==> src/design/pdirc_regs.svh <==
`ifndef PDIRC_REGS_SVH
`define PDIRC_REGS_SVH

// Clock
`define PDIRC_CLK_NS 10
`define PDIRC_CYC_UP(ns) (((ns) + `PDIRC_CLK_NS - 1) / `PDIRC_CLK_NS)
`define PDIRC_CYC_DN(ns) ((ns) / `PDIRC_CLK_NS)

// Register offsets
`define PDIRC_ADDR_BMC 5'h00
`define PDIRC_ADDR_ICTL 5'h11
`define PDIRC_ADDR_STAT 5'h12
`define PDIRC_ADDR_EDC 5'h1d

// Field positions
`define PDIRC_BMC_RST_BIT 15
`define PDIRC_BMC_PD_BIT 11
`define PDIRC_ICTL_OE_BIT 0
`define PDIRC_ICTL_EN_BIT 1
`define PDIRC_EDC_EN_BIT 15
`define PDIRC_MASK_LINK_BIT 5
`define PDIRC_MASK_ED_BIT 6

// Write masks and reset values
`define PDIRC_BMC_WMASK 16'h7fff
`define PDIRC_ICTL_WMASK 16'h0003
`define PDIRC_BMC_RST 16'h0000
`define PDIRC_ICTL_RST 16'h0000
`define PDIRC_STAT_RST 16'h0000
`define PDIRC_EDC_RST 16'h0000

// Management frame
`define PDIRC_PRE_BITS 6'h20
`define PDIRC_HDR_LAST 5'h0c
`define PDIRC_DATA_LAST 5'h0f
`define PDIRC_OP_RD 2'h2
`define PDIRC_OP_WR 2'h1

// Times in ns
`define PDIRC_POR_NS 1000
`define PDIRC_SWRST_NS 1000
`define PDIRC_ED_IDLE_NS 10000
`define PDIRC_ED_PWRUP_NS 1000
`define PDIRC_ED_PERIOD_NS 1000000
`define PDIRC_ED_PULSE_NS 100

`endif

==> src/design/pdirc_pkg.sv <==
package pdirc_pkg;

  typedef enum logic [1:0] {MD_PRE, MD_HDR, MD_TA, MD_DATA} pdirc_md_state_t;

  typedef enum logic [1:0] {ED_ON, ED_LOW, ED_UP} pdirc_ed_state_t;

  typedef struct packed {
    logic [7:0] flags;
    logic [7:0] masks;
  } pdirc_irq_stat_t;

  typedef struct packed {
    logic st;
    logic [1:0] op;
    logic [4:0] phy;
    logic [4:0] regAddr;
  } pdirc_mdio_hdr_t;

endpackage

==> src/design/pdirc_reset_seq.sv <==
`timescale 1ns/1ps
`include "pdirc_regs.svh"

module pdirc_reset_seq (
  // Clock and reset
  input wire logic clk,
  input wire logic rst,
  // Reset requests
  input wire logic hwResetN,
  input wire logic swResetReq,
  input wire logic [4:0] strapIn,
  // Results
  output logic coreRst,
  output logic [4:0] strapLatched
);

  localparam logic [7:0] POR_CYC = 8'(`PDIRC_CYC_UP(`PDIRC_POR_NS));
  localparam logic [7:0] SWRST_CYC = 8'(`PDIRC_CYC_DN(`PDIRC_SWRST_NS));

  logic [7:0] cnt, next_cnt;
  logic latchPend, next_latchPend;
  logic next_coreRst;
  logic [4:0] next_strapLatched;

  always_comb begin
    next_cnt = cnt;
    next_latchPend = latchPend;
    next_coreRst = coreRst;
    next_strapLatched = strapLatched;
    if (!hwResetN) begin
      // Pin held low: restart the power-up sequence
      next_cnt = POR_CYC;
      next_latchPend = 1'b1;
      next_coreRst = 1'b1;
    end else if (swResetReq) begin
      next_cnt = SWRST_CYC;
      next_coreRst = 1'b1;
    end else if (cnt != 8'h00) begin
      next_cnt = cnt - 8'h01;
    end else if (coreRst) begin
      next_coreRst = 1'b0;
      if (latchPend) begin
        // Straps only re-latch on power-up or pin reset
        next_strapLatched = strapIn;
        next_latchPend = 1'b0;
      end
    end
  end

  always_ff @(posedge clk or posedge rst) begin
    if (rst) begin
      cnt <= POR_CYC;
      latchPend <= 1'b1;
      coreRst <= 1'b1;
      strapLatched <= 5'h00;
    end else begin
      cnt <= next_cnt;
      latchPend <= next_latchPend;
      coreRst <= next_coreRst;
      strapLatched <= next_strapLatched;
    end
  end

endmodule

==> src/design/pdirc_energy_det.sv <==
`timescale 1ns/1ps
`include "pdirc_regs.svh"

module pdirc_energy_det #(
  parameter int PERIOD_CYC = `PDIRC_CYC_DN(`PDIRC_ED_PERIOD_NS)
) (
  // Clock and reset
  input wire logic clk,
  input wire logic rst,
  input wire logic clr,
  // Control and line
  input wire logic enable,
  input wire logic lineActivity,
  // Status
  output logic lowPower,
  output logic txWake,
  output logic stateChange
);

  localparam int IDLE_CYC = `PDIRC_CYC_UP(`PDIRC_ED_IDLE_NS);
  localparam int PWRUP_CYC = `PDIRC_CYC_UP(`PDIRC_ED_PWRUP_NS);
  localparam int PULSE_CYC = `PDIRC_CYC_UP(`PDIRC_ED_PULSE_NS);

  pdirc_pkg::pdirc_ed_state_t st, next_st;
  logic [16:0] cnt, next_cnt;
  logic next_lowPower, next_txWake, next_stateChange;

  always_comb begin
    next_st = st;
    next_cnt = cnt + 17'h0_0001;
    next_stateChange = 1'b0;
    next_txWake = 1'b0;
    case (st)
      pdirc_pkg::ED_ON: begin
        if (!enable || lineActivity) begin
          next_cnt = 17'h0_0000;
        end else if (cnt == 17'(IDLE_CYC - 1)) begin
          next_st = pdirc_pkg::ED_LOW;
          next_cnt = 17'h0_0000;
          next_stateChange = 1'b1;
        end
      end
      pdirc_pkg::ED_LOW: begin
        if (!enable || lineActivity) begin
          next_st = pdirc_pkg::ED_UP;
          next_cnt = 17'h0_0000;
        end else begin
          if (cnt == 17'(PERIOD_CYC - 1)) begin
            next_cnt = 17'h0_0000;
          end
          // Short burst of line pulses at the start of each period
          next_txWake = cnt < 17'(PULSE_CYC);
        end
      end
      pdirc_pkg::ED_UP: begin
        if (cnt == 17'(PWRUP_CYC - 1)) begin
          next_st = pdirc_pkg::ED_ON;
          next_cnt = 17'h0_0000;
          next_stateChange = 1'b1;
        end
      end
      default: begin
        next_st = pdirc_pkg::ED_ON;
        next_cnt = 17'h0_0000;
      end
    endcase
    next_lowPower = (next_st == pdirc_pkg::ED_LOW);
    if (clr) begin
      next_st = pdirc_pkg::ED_ON;
      next_cnt = 17'h0_0000;
      next_lowPower = 1'b0;
      next_txWake = 1'b0;
      next_stateChange = 1'b0;
    end
  end

  always_ff @(posedge clk or posedge rst) begin
    if (rst) begin
      st <= pdirc_pkg::ED_ON;
      cnt <= 17'h0_0000;
      lowPower <= 1'b0;
      txWake <= 1'b0;
      stateChange <= 1'b0;
    end else begin
      st <= next_st;
      cnt <= next_cnt;
      lowPower <= next_lowPower;
      txWake <= next_txWake;
      stateChange <= next_stateChange;
    end
  end

endmodule

==> src/design/pdirc_top.sv <==
// What this block does
// - Shared pin is power-down input at reset; control bit 0 makes IRQ out
// - Pin low as input enters power-down, like control power-down bit
// - Weak pull-up is external to logic; pin low at start gives power-down
// - Management access works in power-down; output enable ends pin power-down, not the control bit
// - Sources off at reset; enable bit 1 plus low-byte masks gate the pin
// - Enabled unmasked pending event drives the shared pin low
// - Upper status byte shows one bit per pending source
// - Status read clears pending bits and releases the pin
// - Writes 0003h and 0060h enable link and energy events
// - Energy detect idles low, wakes on activity, pulses periodically
// - Internal power-on reset needs no external reset
// - Pin reset restores defaults and re-latches straps
// - Software reset bit 15 resets, finishing about 1 us later
// - Software reset restores defaults and keeps latched straps
`timescale 1ns/1ps
`include "pdirc_regs.svh"

module pdirc_top #(
  parameter int ED_PERIOD_CYC = `PDIRC_CYC_DN(`PDIRC_ED_PERIOD_NS)
) (
  // Clock and reset
  input wire logic clk,
  input wire logic rst,
  // Serial management
  input wire logic mdc,
  input wire logic mdioIn,
  output logic mdioOut,
  output logic mdioOe,
  // Shared power-down and interrupt pin, active low
  input wire logic pinIn,
  output logic pinOut,
  output logic pinOe,
  // Reset pin and straps
  input wire logic hwResetN,
  input wire logic [4:0] strapIn,
  // Datapath events and line
  input wire logic [7:0] srcEvent,
  input wire logic lineActivity,
  // Status
  output logic powerDown,
  output logic edLowPower,
  output logic edTxWake,
  output logic [4:0] strapLatched
);

  ////////////////////////////////////////////////////////////////////////////

  logic coreRst;
  logic swRstReq;
  logic edChange;
  logic doWrite;
  logic statusRd;
  logic [15:0] wrData;
  logic [15:0] bmc, next_bmc;
  logic [15:0] ictl, next_ictl;
  logic [15:0] edc, next_edc;
  pdirc_pkg::pdirc_irq_stat_t stat, next_stat;
  logic [7:0] setBits;

  pdirc_reset_seq u_rst (
    .clk(clk),
    .rst(rst),
    .hwResetN(hwResetN),
    .swResetReq(swRstReq),
    .strapIn(strapIn),
    .coreRst(coreRst),
    .strapLatched(strapLatched)
  );

  pdirc_energy_det #(
    .PERIOD_CYC(ED_PERIOD_CYC)
  ) u_ed (
    .clk(clk),
    .rst(rst),
    .clr(coreRst),
    .enable(edc[`PDIRC_EDC_EN_BIT]),
    .lineActivity(lineActivity),
    .lowPower(edLowPower),
    .txWake(edTxWake),
    .stateChange(edChange)
  );

  function automatic logic [15:0] readMux(input logic [4:0] a,
      input logic [15:0] b, input logic [15:0] i,
      input logic [15:0] s, input logic [15:0] e);
    logic [15:0] r;
    r = 16'h0000;
    case (a)
      `PDIRC_ADDR_BMC: r = b;
      `PDIRC_ADDR_ICTL: r = i;
      `PDIRC_ADDR_STAT: r = s;
      `PDIRC_ADDR_EDC: r = e;
      default: r = 16'h0000;
    endcase
    return r;
  endfunction

  ////////////////////////////////////////////////////////////////////////////
  // Management frame slave; mdc is sampled, data change after its rise

  pdirc_pkg::pdirc_md_state_t mdState, next_mdState;
  logic mdcQ;
  logic mdcRise;
  logic [5:0] preCnt, next_preCnt;
  logic [4:0] bitCnt, next_bitCnt;
  logic [12:0] hdr, next_hdr;
  logic [12:0] hdrIn;
  pdirc_pkg::pdirc_mdio_hdr_t hdrF;
  logic [15:0] shift, next_shift;
  logic isRead, next_isRead;
  logic next_mdioOut, next_mdioOe;

  assign mdcRise = mdc && !mdcQ;

  always_comb begin
    next_mdState = mdState;
    next_preCnt = preCnt;
    next_bitCnt = bitCnt;
    next_hdr = hdr;
    next_shift = shift;
    next_isRead = isRead;
    next_mdioOut = mdioOut;
    next_mdioOe = mdioOe;
    doWrite = 1'b0;
    statusRd = 1'b0;
    wrData = {shift[14:0], mdioIn};
    hdrIn = {hdr[11:0], mdioIn};
    hdrF = pdirc_pkg::pdirc_mdio_hdr_t'(hdrIn);
    if (coreRst) begin
      next_mdState = pdirc_pkg::MD_PRE;
      next_preCnt = 6'h00;
      next_bitCnt = 5'h00;
      next_mdioOut = 1'b0;
      next_mdioOe = 1'b0;
    end else if (mdcRise) begin
      case (mdState)
        pdirc_pkg::MD_PRE: begin
          if (mdioIn) begin
            if (preCnt != `PDIRC_PRE_BITS) begin
              next_preCnt = preCnt + 6'h01;
            end
          end else begin
            next_preCnt = 6'h00;
            if (preCnt == `PDIRC_PRE_BITS) begin
              next_mdState = pdirc_pkg::MD_HDR;
              next_bitCnt = 5'h00;
            end
          end
        end
        pdirc_pkg::MD_HDR: begin
          next_hdr = hdrIn;
          next_bitCnt = bitCnt + 5'h01;
          if (bitCnt == `PDIRC_HDR_LAST) begin
            next_bitCnt = 5'h00;
            next_mdState = pdirc_pkg::MD_PRE;
            if (hdrF.st && hdrF.phy == strapLatched) begin
              if (hdrF.op == `PDIRC_OP_RD) begin
                next_mdState = pdirc_pkg::MD_TA;
                next_isRead = 1'b1;
                next_shift = readMux(hdrF.regAddr, bmc, ictl, stat, edc);
                statusRd = hdrF.regAddr == `PDIRC_ADDR_STAT;
              end else if (hdrF.op == `PDIRC_OP_WR) begin
                next_mdState = pdirc_pkg::MD_TA;
                next_isRead = 1'b0;
              end
            end
          end
        end
        pdirc_pkg::MD_TA: begin
          next_bitCnt = bitCnt + 5'h01;
          if (bitCnt == 5'h00) begin
            // Second turnaround bit is a driven zero on reads
            next_mdioOe = isRead;
            next_mdioOut = 1'b0;
          end else begin
            next_mdState = pdirc_pkg::MD_DATA;
            next_bitCnt = 5'h00;
            next_mdioOut = isRead && shift[15];
            next_shift = {shift[14:0], 1'b0};
          end
        end
        pdirc_pkg::MD_DATA: begin
          next_bitCnt = bitCnt + 5'h01;
          if (isRead) begin
            next_mdioOut = shift[15];
            next_shift = {shift[14:0], 1'b0};
          end else begin
            next_shift = wrData;
          end
          if (bitCnt == `PDIRC_DATA_LAST) begin
            next_mdState = pdirc_pkg::MD_PRE;
            next_bitCnt = 5'h00;
            next_mdioOe = 1'b0;
            next_mdioOut = 1'b0;
            doWrite = !isRead;
          end
        end
        default: begin
          next_mdState = pdirc_pkg::MD_PRE;
        end
      endcase
    end
  end

  always_ff @(posedge clk or posedge rst) begin
    if (rst) begin
      mdState <= pdirc_pkg::MD_PRE;
      mdcQ <= 1'b0;
      preCnt <= 6'h00;
      bitCnt <= 5'h00;
      hdr <= 13'h0000;
      shift <= 16'h0000;
      isRead <= 1'b0;
      mdioOut <= 1'b0;
      mdioOe <= 1'b0;
    end else begin
      mdState <= next_mdState;
      mdcQ <= mdc;
      preCnt <= next_preCnt;
      bitCnt <= next_bitCnt;
      hdr <= next_hdr;
      shift <= next_shift;
      isRead <= next_isRead;
      mdioOut <= next_mdioOut;
      mdioOe <= next_mdioOe;
    end
  end

  ////////////////////////////////////////////////////////////////////////////
  // Registers

  always_comb begin
    next_bmc = bmc;
    next_ictl = ictl;
    next_edc = edc;
    next_stat = stat;
    swRstReq = 1'b0;
    setBits = (srcEvent | (8'(edChange) << `PDIRC_MASK_ED_BIT))
        & stat.masks;
    // Set wins: only bits shown by the read are dropped
    next_stat.flags = (stat.flags & ~(statusRd ? stat.flags : 8'h00))
        | setBits;
    if (doWrite) begin
      case (hdr[4:0])
        `PDIRC_ADDR_BMC: begin
          next_bmc = wrData & `PDIRC_BMC_WMASK;
          swRstReq = wrData[`PDIRC_BMC_RST_BIT];
        end
        `PDIRC_ADDR_ICTL: next_ictl = wrData & `PDIRC_ICTL_WMASK;
        `PDIRC_ADDR_STAT: next_stat.masks = wrData[7:0];
        `PDIRC_ADDR_EDC: next_edc = wrData;
        default: next_bmc = bmc;
      endcase
    end
    if (coreRst) begin
      next_bmc = `PDIRC_BMC_RST;
      next_ictl = `PDIRC_ICTL_RST;
      next_stat = `PDIRC_STAT_RST;
      next_edc = `PDIRC_EDC_RST;
    end
  end

  always_ff @(posedge clk or posedge rst) begin
    if (rst) begin
      bmc <= `PDIRC_BMC_RST;
      ictl <= `PDIRC_ICTL_RST;
      stat <= `PDIRC_STAT_RST;
      edc <= `PDIRC_EDC_RST;
    end else begin
      bmc <= next_bmc;
      ictl <= next_ictl;
      stat <= next_stat;
      edc <= next_edc;
    end
  end

  ////////////////////////////////////////////////////////////////////////////
  // Shared pin and power-down

  logic next_pinOut, next_pinOe, next_powerDown;

  always_comb begin
    next_pinOe = ictl[`PDIRC_ICTL_OE_BIT];
    // Pin is low only with enable set and something pending
    next_pinOut = !(ictl[`PDIRC_ICTL_EN_BIT] && (|stat.flags));
    // Pull-up lives at the pad, so a low here is a real external drive
    next_powerDown = bmc[`PDIRC_BMC_PD_BIT]
        || (!ictl[`PDIRC_ICTL_OE_BIT] && !pinIn);
  end

  always_ff @(posedge clk or posedge rst) begin
    if (rst) begin
      pinOut <= 1'b1;
      pinOe <= 1'b0;
      powerDown <= 1'b0;
    end else begin
      pinOut <= next_pinOut;
      pinOe <= next_pinOe;
      powerDown <= next_powerDown;
    end
  end
endmodule

==> config.mk <==
export PLATFORM = sky130hd
export DESIGN_NAME = pdirc_top
export DESIGN_NICKNAME = d
export VERILOG_FILES = /design/src/design/pdirc_pkg.sv /design/src/design/pdirc_reset_seq.sv /design/src/design/pdirc_energy_det.sv /design/src/design/pdirc_top.sv
export VERILOG_INCLUDE_DIRS = /design/src /design/src/design
export SDC_FILE = /design/constraint.sdc
export NUM_CORES = 1
export LEC_CHECK = 0
export BUFFER_PORTS_ARGS = -buffer_cell sky130_fd_sc_hd__buf_2
export CAP_MARGIN = 20
export CORE_ASPECT_RATIO = 2
export CORE_MARGIN = 4
export CORE_UTILIZATION = 54
export CTS_BUF_LIST = sky130_fd_sc_hd__clkbuf_2 sky130_fd_sc_hd__clkbuf_4 sky130_fd_sc_hd__clkbuf_8
export CTS_CLUSTER_DIAMETER = 50
export DETAILED_ROUTE_END_ITERATION = 16
export MAX_ROUTING_LAYER = met4
export PLACE_DENSITY_LB_ADDON = 0.25
export RECOVER_POWER = 50
export SYNTH_ARGS = -nofsm -noshare
export SYNTH_HDL_FRONTEND = slang
export SYNTH_HIERARCHICAL = 1
export SYNTH_SLANG_ARGS = --single-unit
==> constraint.sdc <==
create_clock -name clk -period 2.8 [get_ports clk]
set_input_delay 0 -clock clk [delete_from_list [all_inputs] [get_ports clk]]
set_output_delay 0 -clock clk [all_outputs]
set_load 0.05 [all_outputs]
**After elaboration in Yosys (flattened, before gate mapping)**

Cells that the tools add are included.

- Register bits: 149
- Input port bits: 20
- Output and inout port bits: 12
- Logic and storage cells: 223

- $add $sub $neg: 4
- $lt $le $gt $ge: 1
- Equality and inequality tests: 39
- Mux-type cells: 101
- Bitwise logic cells: 8
- Reduce and logical (&&, ||, !) cells: 44

Operators by type and width:

| operator | count |
|---|---|
| $mux W16 | 14 |
| $mux W17 | 6 |
| $pmux W16 S4 | 1 |
| $pmux W17 S3 | 1 |
| $mux W8 | 6 |
| $pmux W16 S3 | 1 |
| $mux W1 | 39 |
| $mux W5 | 7 |
| $eq A5 B5 Y1 const B | 6 |
| $mux W2 | 15 |
| $mux W6 | 5 |
| $pmux W5 S4 | 1 |
| $ne A3 B2 Y1 const B | 6 |
| $add A17 B1 Y17 const B | 1 |
| $eq A17 B10 Y1 const B | 1 |
| $eq A17 B17 Y1 const B | 1 |
| $eq A17 B7 Y1 const B | 1 |
| $lt A17 B4 Y1 const B | 1 |
| $and A8 B8 Y8 | 2 |
| $reduce_bool A2 Y1 | 8 |
| $logic_not A5 Y1 | 3 |
| $reduce_and A3 Y1 | 5 |
| $ne A2 B2 Y1 const B | 6 |
| $reduce_and A6 Y1 | 2 |
| 31 further kinds | 58 |

**Depth between registers and ports, before layout**

- Word-level depth: 12
- Gate-level depth with buffers: 12
- Gate-level depth less buffers: 10

**By module**

Netlist, hierarchy kept.

Modules (own cells, without submodules):

| module | times used | cells each | area each (um^2) | sequential area each (um^2) |
|---|---|---|---|---|
| pdirc_top | 1 | 532 | 5165.0 | 2428.6 |
| pdirc_energy_det | 1 | 129 | 1311.3 | 550.5 |
| pdirc_reset_seq | 1 | 66 | 762.0 | 381.6 |

**Worst setup path before layout**

No wires, ideal clock.

- Kind: register -> register
- From: reg bitCnt[0]
- To: reg edc[2]
- Library setup time: 0.139 ns
- Data arrival time: 2.417 ns
- Data required time: 2.661 ns
- Path slack: 0.243 ns
- Stages on the path, launching flop included: 13
- Path buffers: 3
- Clock period less this slack: 2.557 ns
- Cell sequence: dfrtp_1 ha_1 nand3_1 inv_1 ha_1 inv_1 or4_4 buf_6 or4_4 buf_6 buf_12 nand2_2 a21oi_2

- Word-level cells in the longest chain between the ends: 7

Ends and longest elaborated chain:

| what | RTL line | source |
|---|---|---|
| start, declared | pdirc_top.sv:106 | `logic [4:0] bitCnt, next_bitCnt;` |
| start signal, assigned | pdirc_top.sv:221 | `bitCnt <= next_bitCnt;` |
| $eq A5 B4 Y1 (no line) | - |  |
| $mux W1 | pdirc_top.sv:191 | `` if (bitCnt == `PDIRC_DATA_LAST) begin `` |
| $mux W1 | pdirc_top.sv:137 | `case (mdState)` |
| $mux W1 | pdirc_top.sv:136 | `end else if (mdcRise) begin` |
| $mux W1 | pdirc_top.sv:130 | `if (coreRst) begin` |
| $reduce_bool A2 Y1 (no line) | - |  |
| $reduce_and A2 Y1 (no line) | - |  |
| end signal, assigned | pdirc_top.sv:269 | `` edc <= `PDIRC_EDC_RST; `` |
| end signal, assigned | pdirc_top.sv:274 | `edc <= next_edc;` |
| end, declared | pdirc_top.sv:57 | `logic [15:0] edc, next_edc;` |

No other way between the ends.
A chain may end at the register's enable or synchronous reset.

**Worst setup path after layout**

- From: reg bitCnt[0]
- To: reg u_rst.strapLatched[3]

- Word-level cells in the longest chain between the ends: 8

Ends and longest elaborated chain:

| what | RTL line | source |
|---|---|---|
| $eq A5 B4 Y1 (no line) | - |  |
| $mux W1 | pdirc_top.sv:191 |  |
| $mux W1 | pdirc_top.sv:137 |  |
| $mux W1 | pdirc_top.sv:136 |  |
| $mux W1 | pdirc_top.sv:130 |  |
| $mux W1 | pdirc_top.sv:244 | `if (doWrite) begin` |
| named net swRstReq | pdirc_top.sv:50 | `logic swRstReq;` |
| $not A1 Y1 (no line) | - |  |
| $reduce_and A5 Y1 (no line) | - |  |
| end signal, assigned | pdirc_reset_seq.sv:60 | `strapLatched <= next_strapLatched;` |
| end, declared | pdirc_reset_seq.sv:14 | `output logic [4:0] strapLatched` |

The timed path passes the listed nets, and every way through them passes these cells.

==> metrics.csv <==
metric,value,unit
initial_core_util,55.4,%
status,"complete, but fails checks",
drcViolationCount,0,
synth_top_cell_area_share,44.3,%
insertion_delay,450,ps
antenna_found_initial,0,
p_per_area,458,nW/um2
drtPass1Iterations,6,
ctsHtreeMaxLevel,4,
die_y,172,um
areaGrowthSynthToFinish,10.6,%
cts_tree,yes,
cts_root_buf,clkbuf_8,
track_usage,26.2,%
vias,5994,
async_reset_ff_share,100,%
timing_worst_slew_pin_value,2060,ps
die_x,89.9,um
path_cells,ha_2 -> nand3_1 -> inv_1 -> ha_1 -> inv_1 -> or4_4 -> and4bb_2 -> nand4b_1 -> nor3_4 -> mux2_4,
grt_overflow,0,
slew_viol_final,53,
drive_above_1_share,24.6,%
wl_per_cell,20.4,um
start_kind,register,
cp_top_family,simple AND/OR/NAND/NOR gates,
grt_pass1_wl,31300,um
worst_path_most_repeated_cell,inv_1,
routabilityCongestion,0.945,
ys_seq_elements,134,
hold_viol,0,
combPwrFrac,4.4,%
fin_skew,13.5,ps
synth_common_cells,"dfrtp_1, nand2_1, nor2_1",
violations,"capacitance limit, slew limit",
clkSlewWorstSetupHoldPaths,80,ps
antenna_cells,0,
postLayoutSetupSlackWorst,100,ps
routed_wl,19100,um
cp_data_required_time,3130,ps
slowest_delay,590,ps
dp_slack,142,ps
cts_sinks,134,
synthCells,727,
leakagePower,3.29,nW
nets,802,
io_pins,32,
pwr-share-clk,42.0,%
avgSynthCellArea,9.96,um2
synth.cell_area,7240,um2
pwr-share-seq,53.6,%
intPower,0.00266,W
ant_nets,0,
max-slew-margin-rel,-37.2,%
final_cell_area,8010,um2
ir_worst_vdd,0.447,mV
crit_path_end_kind,register,
cts_buffers,17,
whs,171,ps
synth_flop_cell,dfrtp_1,
syn_nets,757,
synth_most_common_cell,dfrtp_1,
hold_class,in2async,
drt-initial-drc-count,298,
clockBufferDepth,2,
min_period,2700,ps
fp-row-count,59,
io_buffer_count,31,
cap_violations,1,
die_area,15400,um2
yosys.cell_types.count,85,
p_sw_share,27.3,%
max_freq,370,MHz
core_area,13100,um2
grt_pass1_vias,6133,
dpl_cell_area,7450,um2
grt_max_degree,53,
synth_edf_count,0,
slowest_stage,or4_4,
fin_crit_sh,96.4,%
synth_area_leaders,"dfrtp_1, nand2_1, mux2_2, a21oi_2, o21ai_0",
setup_viol,0,
power_switching,0.00100,W
yosysTopAreaCell,dfrtp_1,
worstPathBufferInverterCount,2,
cp_data_arrival_time,3030,ps
crit_type,reg2reg,
yosysSeqAreaShare,46.4,%
yosys_warnings,6,
path_max_fanout,8,
dp_hpwl,13400,um
viasPerCell,6.40,
==> area by class of cell <==
cell class | instances | area, um2
clock buffer | 17 | 234
clock inverter | 15 | 139
fill | 1113 | 5060
inverter | 25 | 93.8
multi-input combinational | 521 | 3480
sequential | 134 | 3360
tap | 152 | 190
timing repair buffer | 73 | 515
==> placed cells by master, fill, tap and decap left out, drive strengths merged, types with 7 or more instances in the layout <==
cell type	instances
mux2	32
nand3	14
a21oi	47
nand4	27
dfrtp	128
buf	45
a22oi	8
a221oi	13
o21ai	35
ha	10
or4	9
a31oi	16
nand2	120
nand2b	7
nor4	9
nor3	16
o211ai	9
nor2	46
dlygate4sd3	19
or3	10
clkbuf	26
inv	34
xor2	15
==> repair_timing <==
item | 4_1_cts | 5_1_grt
setup buffers | 0 | 1
hold buffers | 19 | 0
hold endpoints to repair | 104 | 0
setup endpoints to repair | 0 | 22
gates resized for setup | 0 | 2
==> worst paths after layout <==
path,from,slack (ps),cells after the start,to
setup / recovery,bitCnt[0],100,10,u_rst/strapLatched[3]
hold / removal,rst,170,3,u_rst/strapLatched[0]
setup reg to reg,bitCnt[0],100,10,u_rst/strapLatched[3]
hold reg to reg,ictl[0],460,0,pinOe
max in group asynchronous,rst,600,4,edc[9]
min in group clk,pinIn,250,3,powerDown
==> flip-flops by register name, indices dropped and copies added, names as in the netlist, 2 cells and up <==
signal	cells
mdState	2
stat	16
bitCnt	5
u_ed/cnt	17
preCnt	6
edc	16
hdr	12
u_ed/st	2
bmc	15
u_rst/cnt	8
u_rst/strapLatched	5
shift	16
ictl	2
==> power groups by stage <==
stage	registers [W]	clock network [W]	logic, W
3_3_place_gp	0.00200	0	0.000141
4_1_cts	0.00196	0.00156	0.000165
2_1_floorplan	0.00200	0	0.0000911
5_1_grt	0.00197	0.00165	0.000181
6_report	0.00196	0.00154	0.000162
3_5_place_dp	0.00200	0	0.000144
==> stage by stage <==
step | instances | util, % | TNS (ps) | power (W)
after floorplan | 727 | - | 0 | 0.00209
after CTS | 936 | 61.3 | 0 | 0.00369
after detailed placement | 885 | 57.0 | 0 | 0.00215
after global routing | 937 | 61.3 | -47.8 | 0.00380
after global placement | 885 | 57.0 | 0 | 0.00214
final | 937 | 61.3 | 0 | 0.00366
==> routing by layer <==
metal | vias up | track usage (%) | routed length [um]
li1 | 2715 | - | -
met1 | 2992 | 26.2 | 6690
met2 | 220 | 48.8 | 10600
met3 | 67 | 4.03 | 757
met4 | 0 | 14.1 | 1040
met5 | - | - | 0
==> worst reg2reg max path: stages (launching register included) <==
cell	delay (ps)
dfrtp_1	410
ha_2	230
nand3_1	110
inv_1	80
ha_1	170
inv_1	60
or4_4	590
and4bb_2	370
nand4b_1	170
nor3_4	90
mux2_4	310
==> cells by family after synthesis <==
| kind of cell | synth area share (%) |
|---|---|
| flops | 46.4 |
| xor+xnor | 2.18 |
| simple gates | 22.6 |
| compound gates | 15.6 |
| mux | 5.79 |
| fa+ha+maj | 1.73 |
| buf+inv | 5.62 |
(Power assumes the default switching activity.)
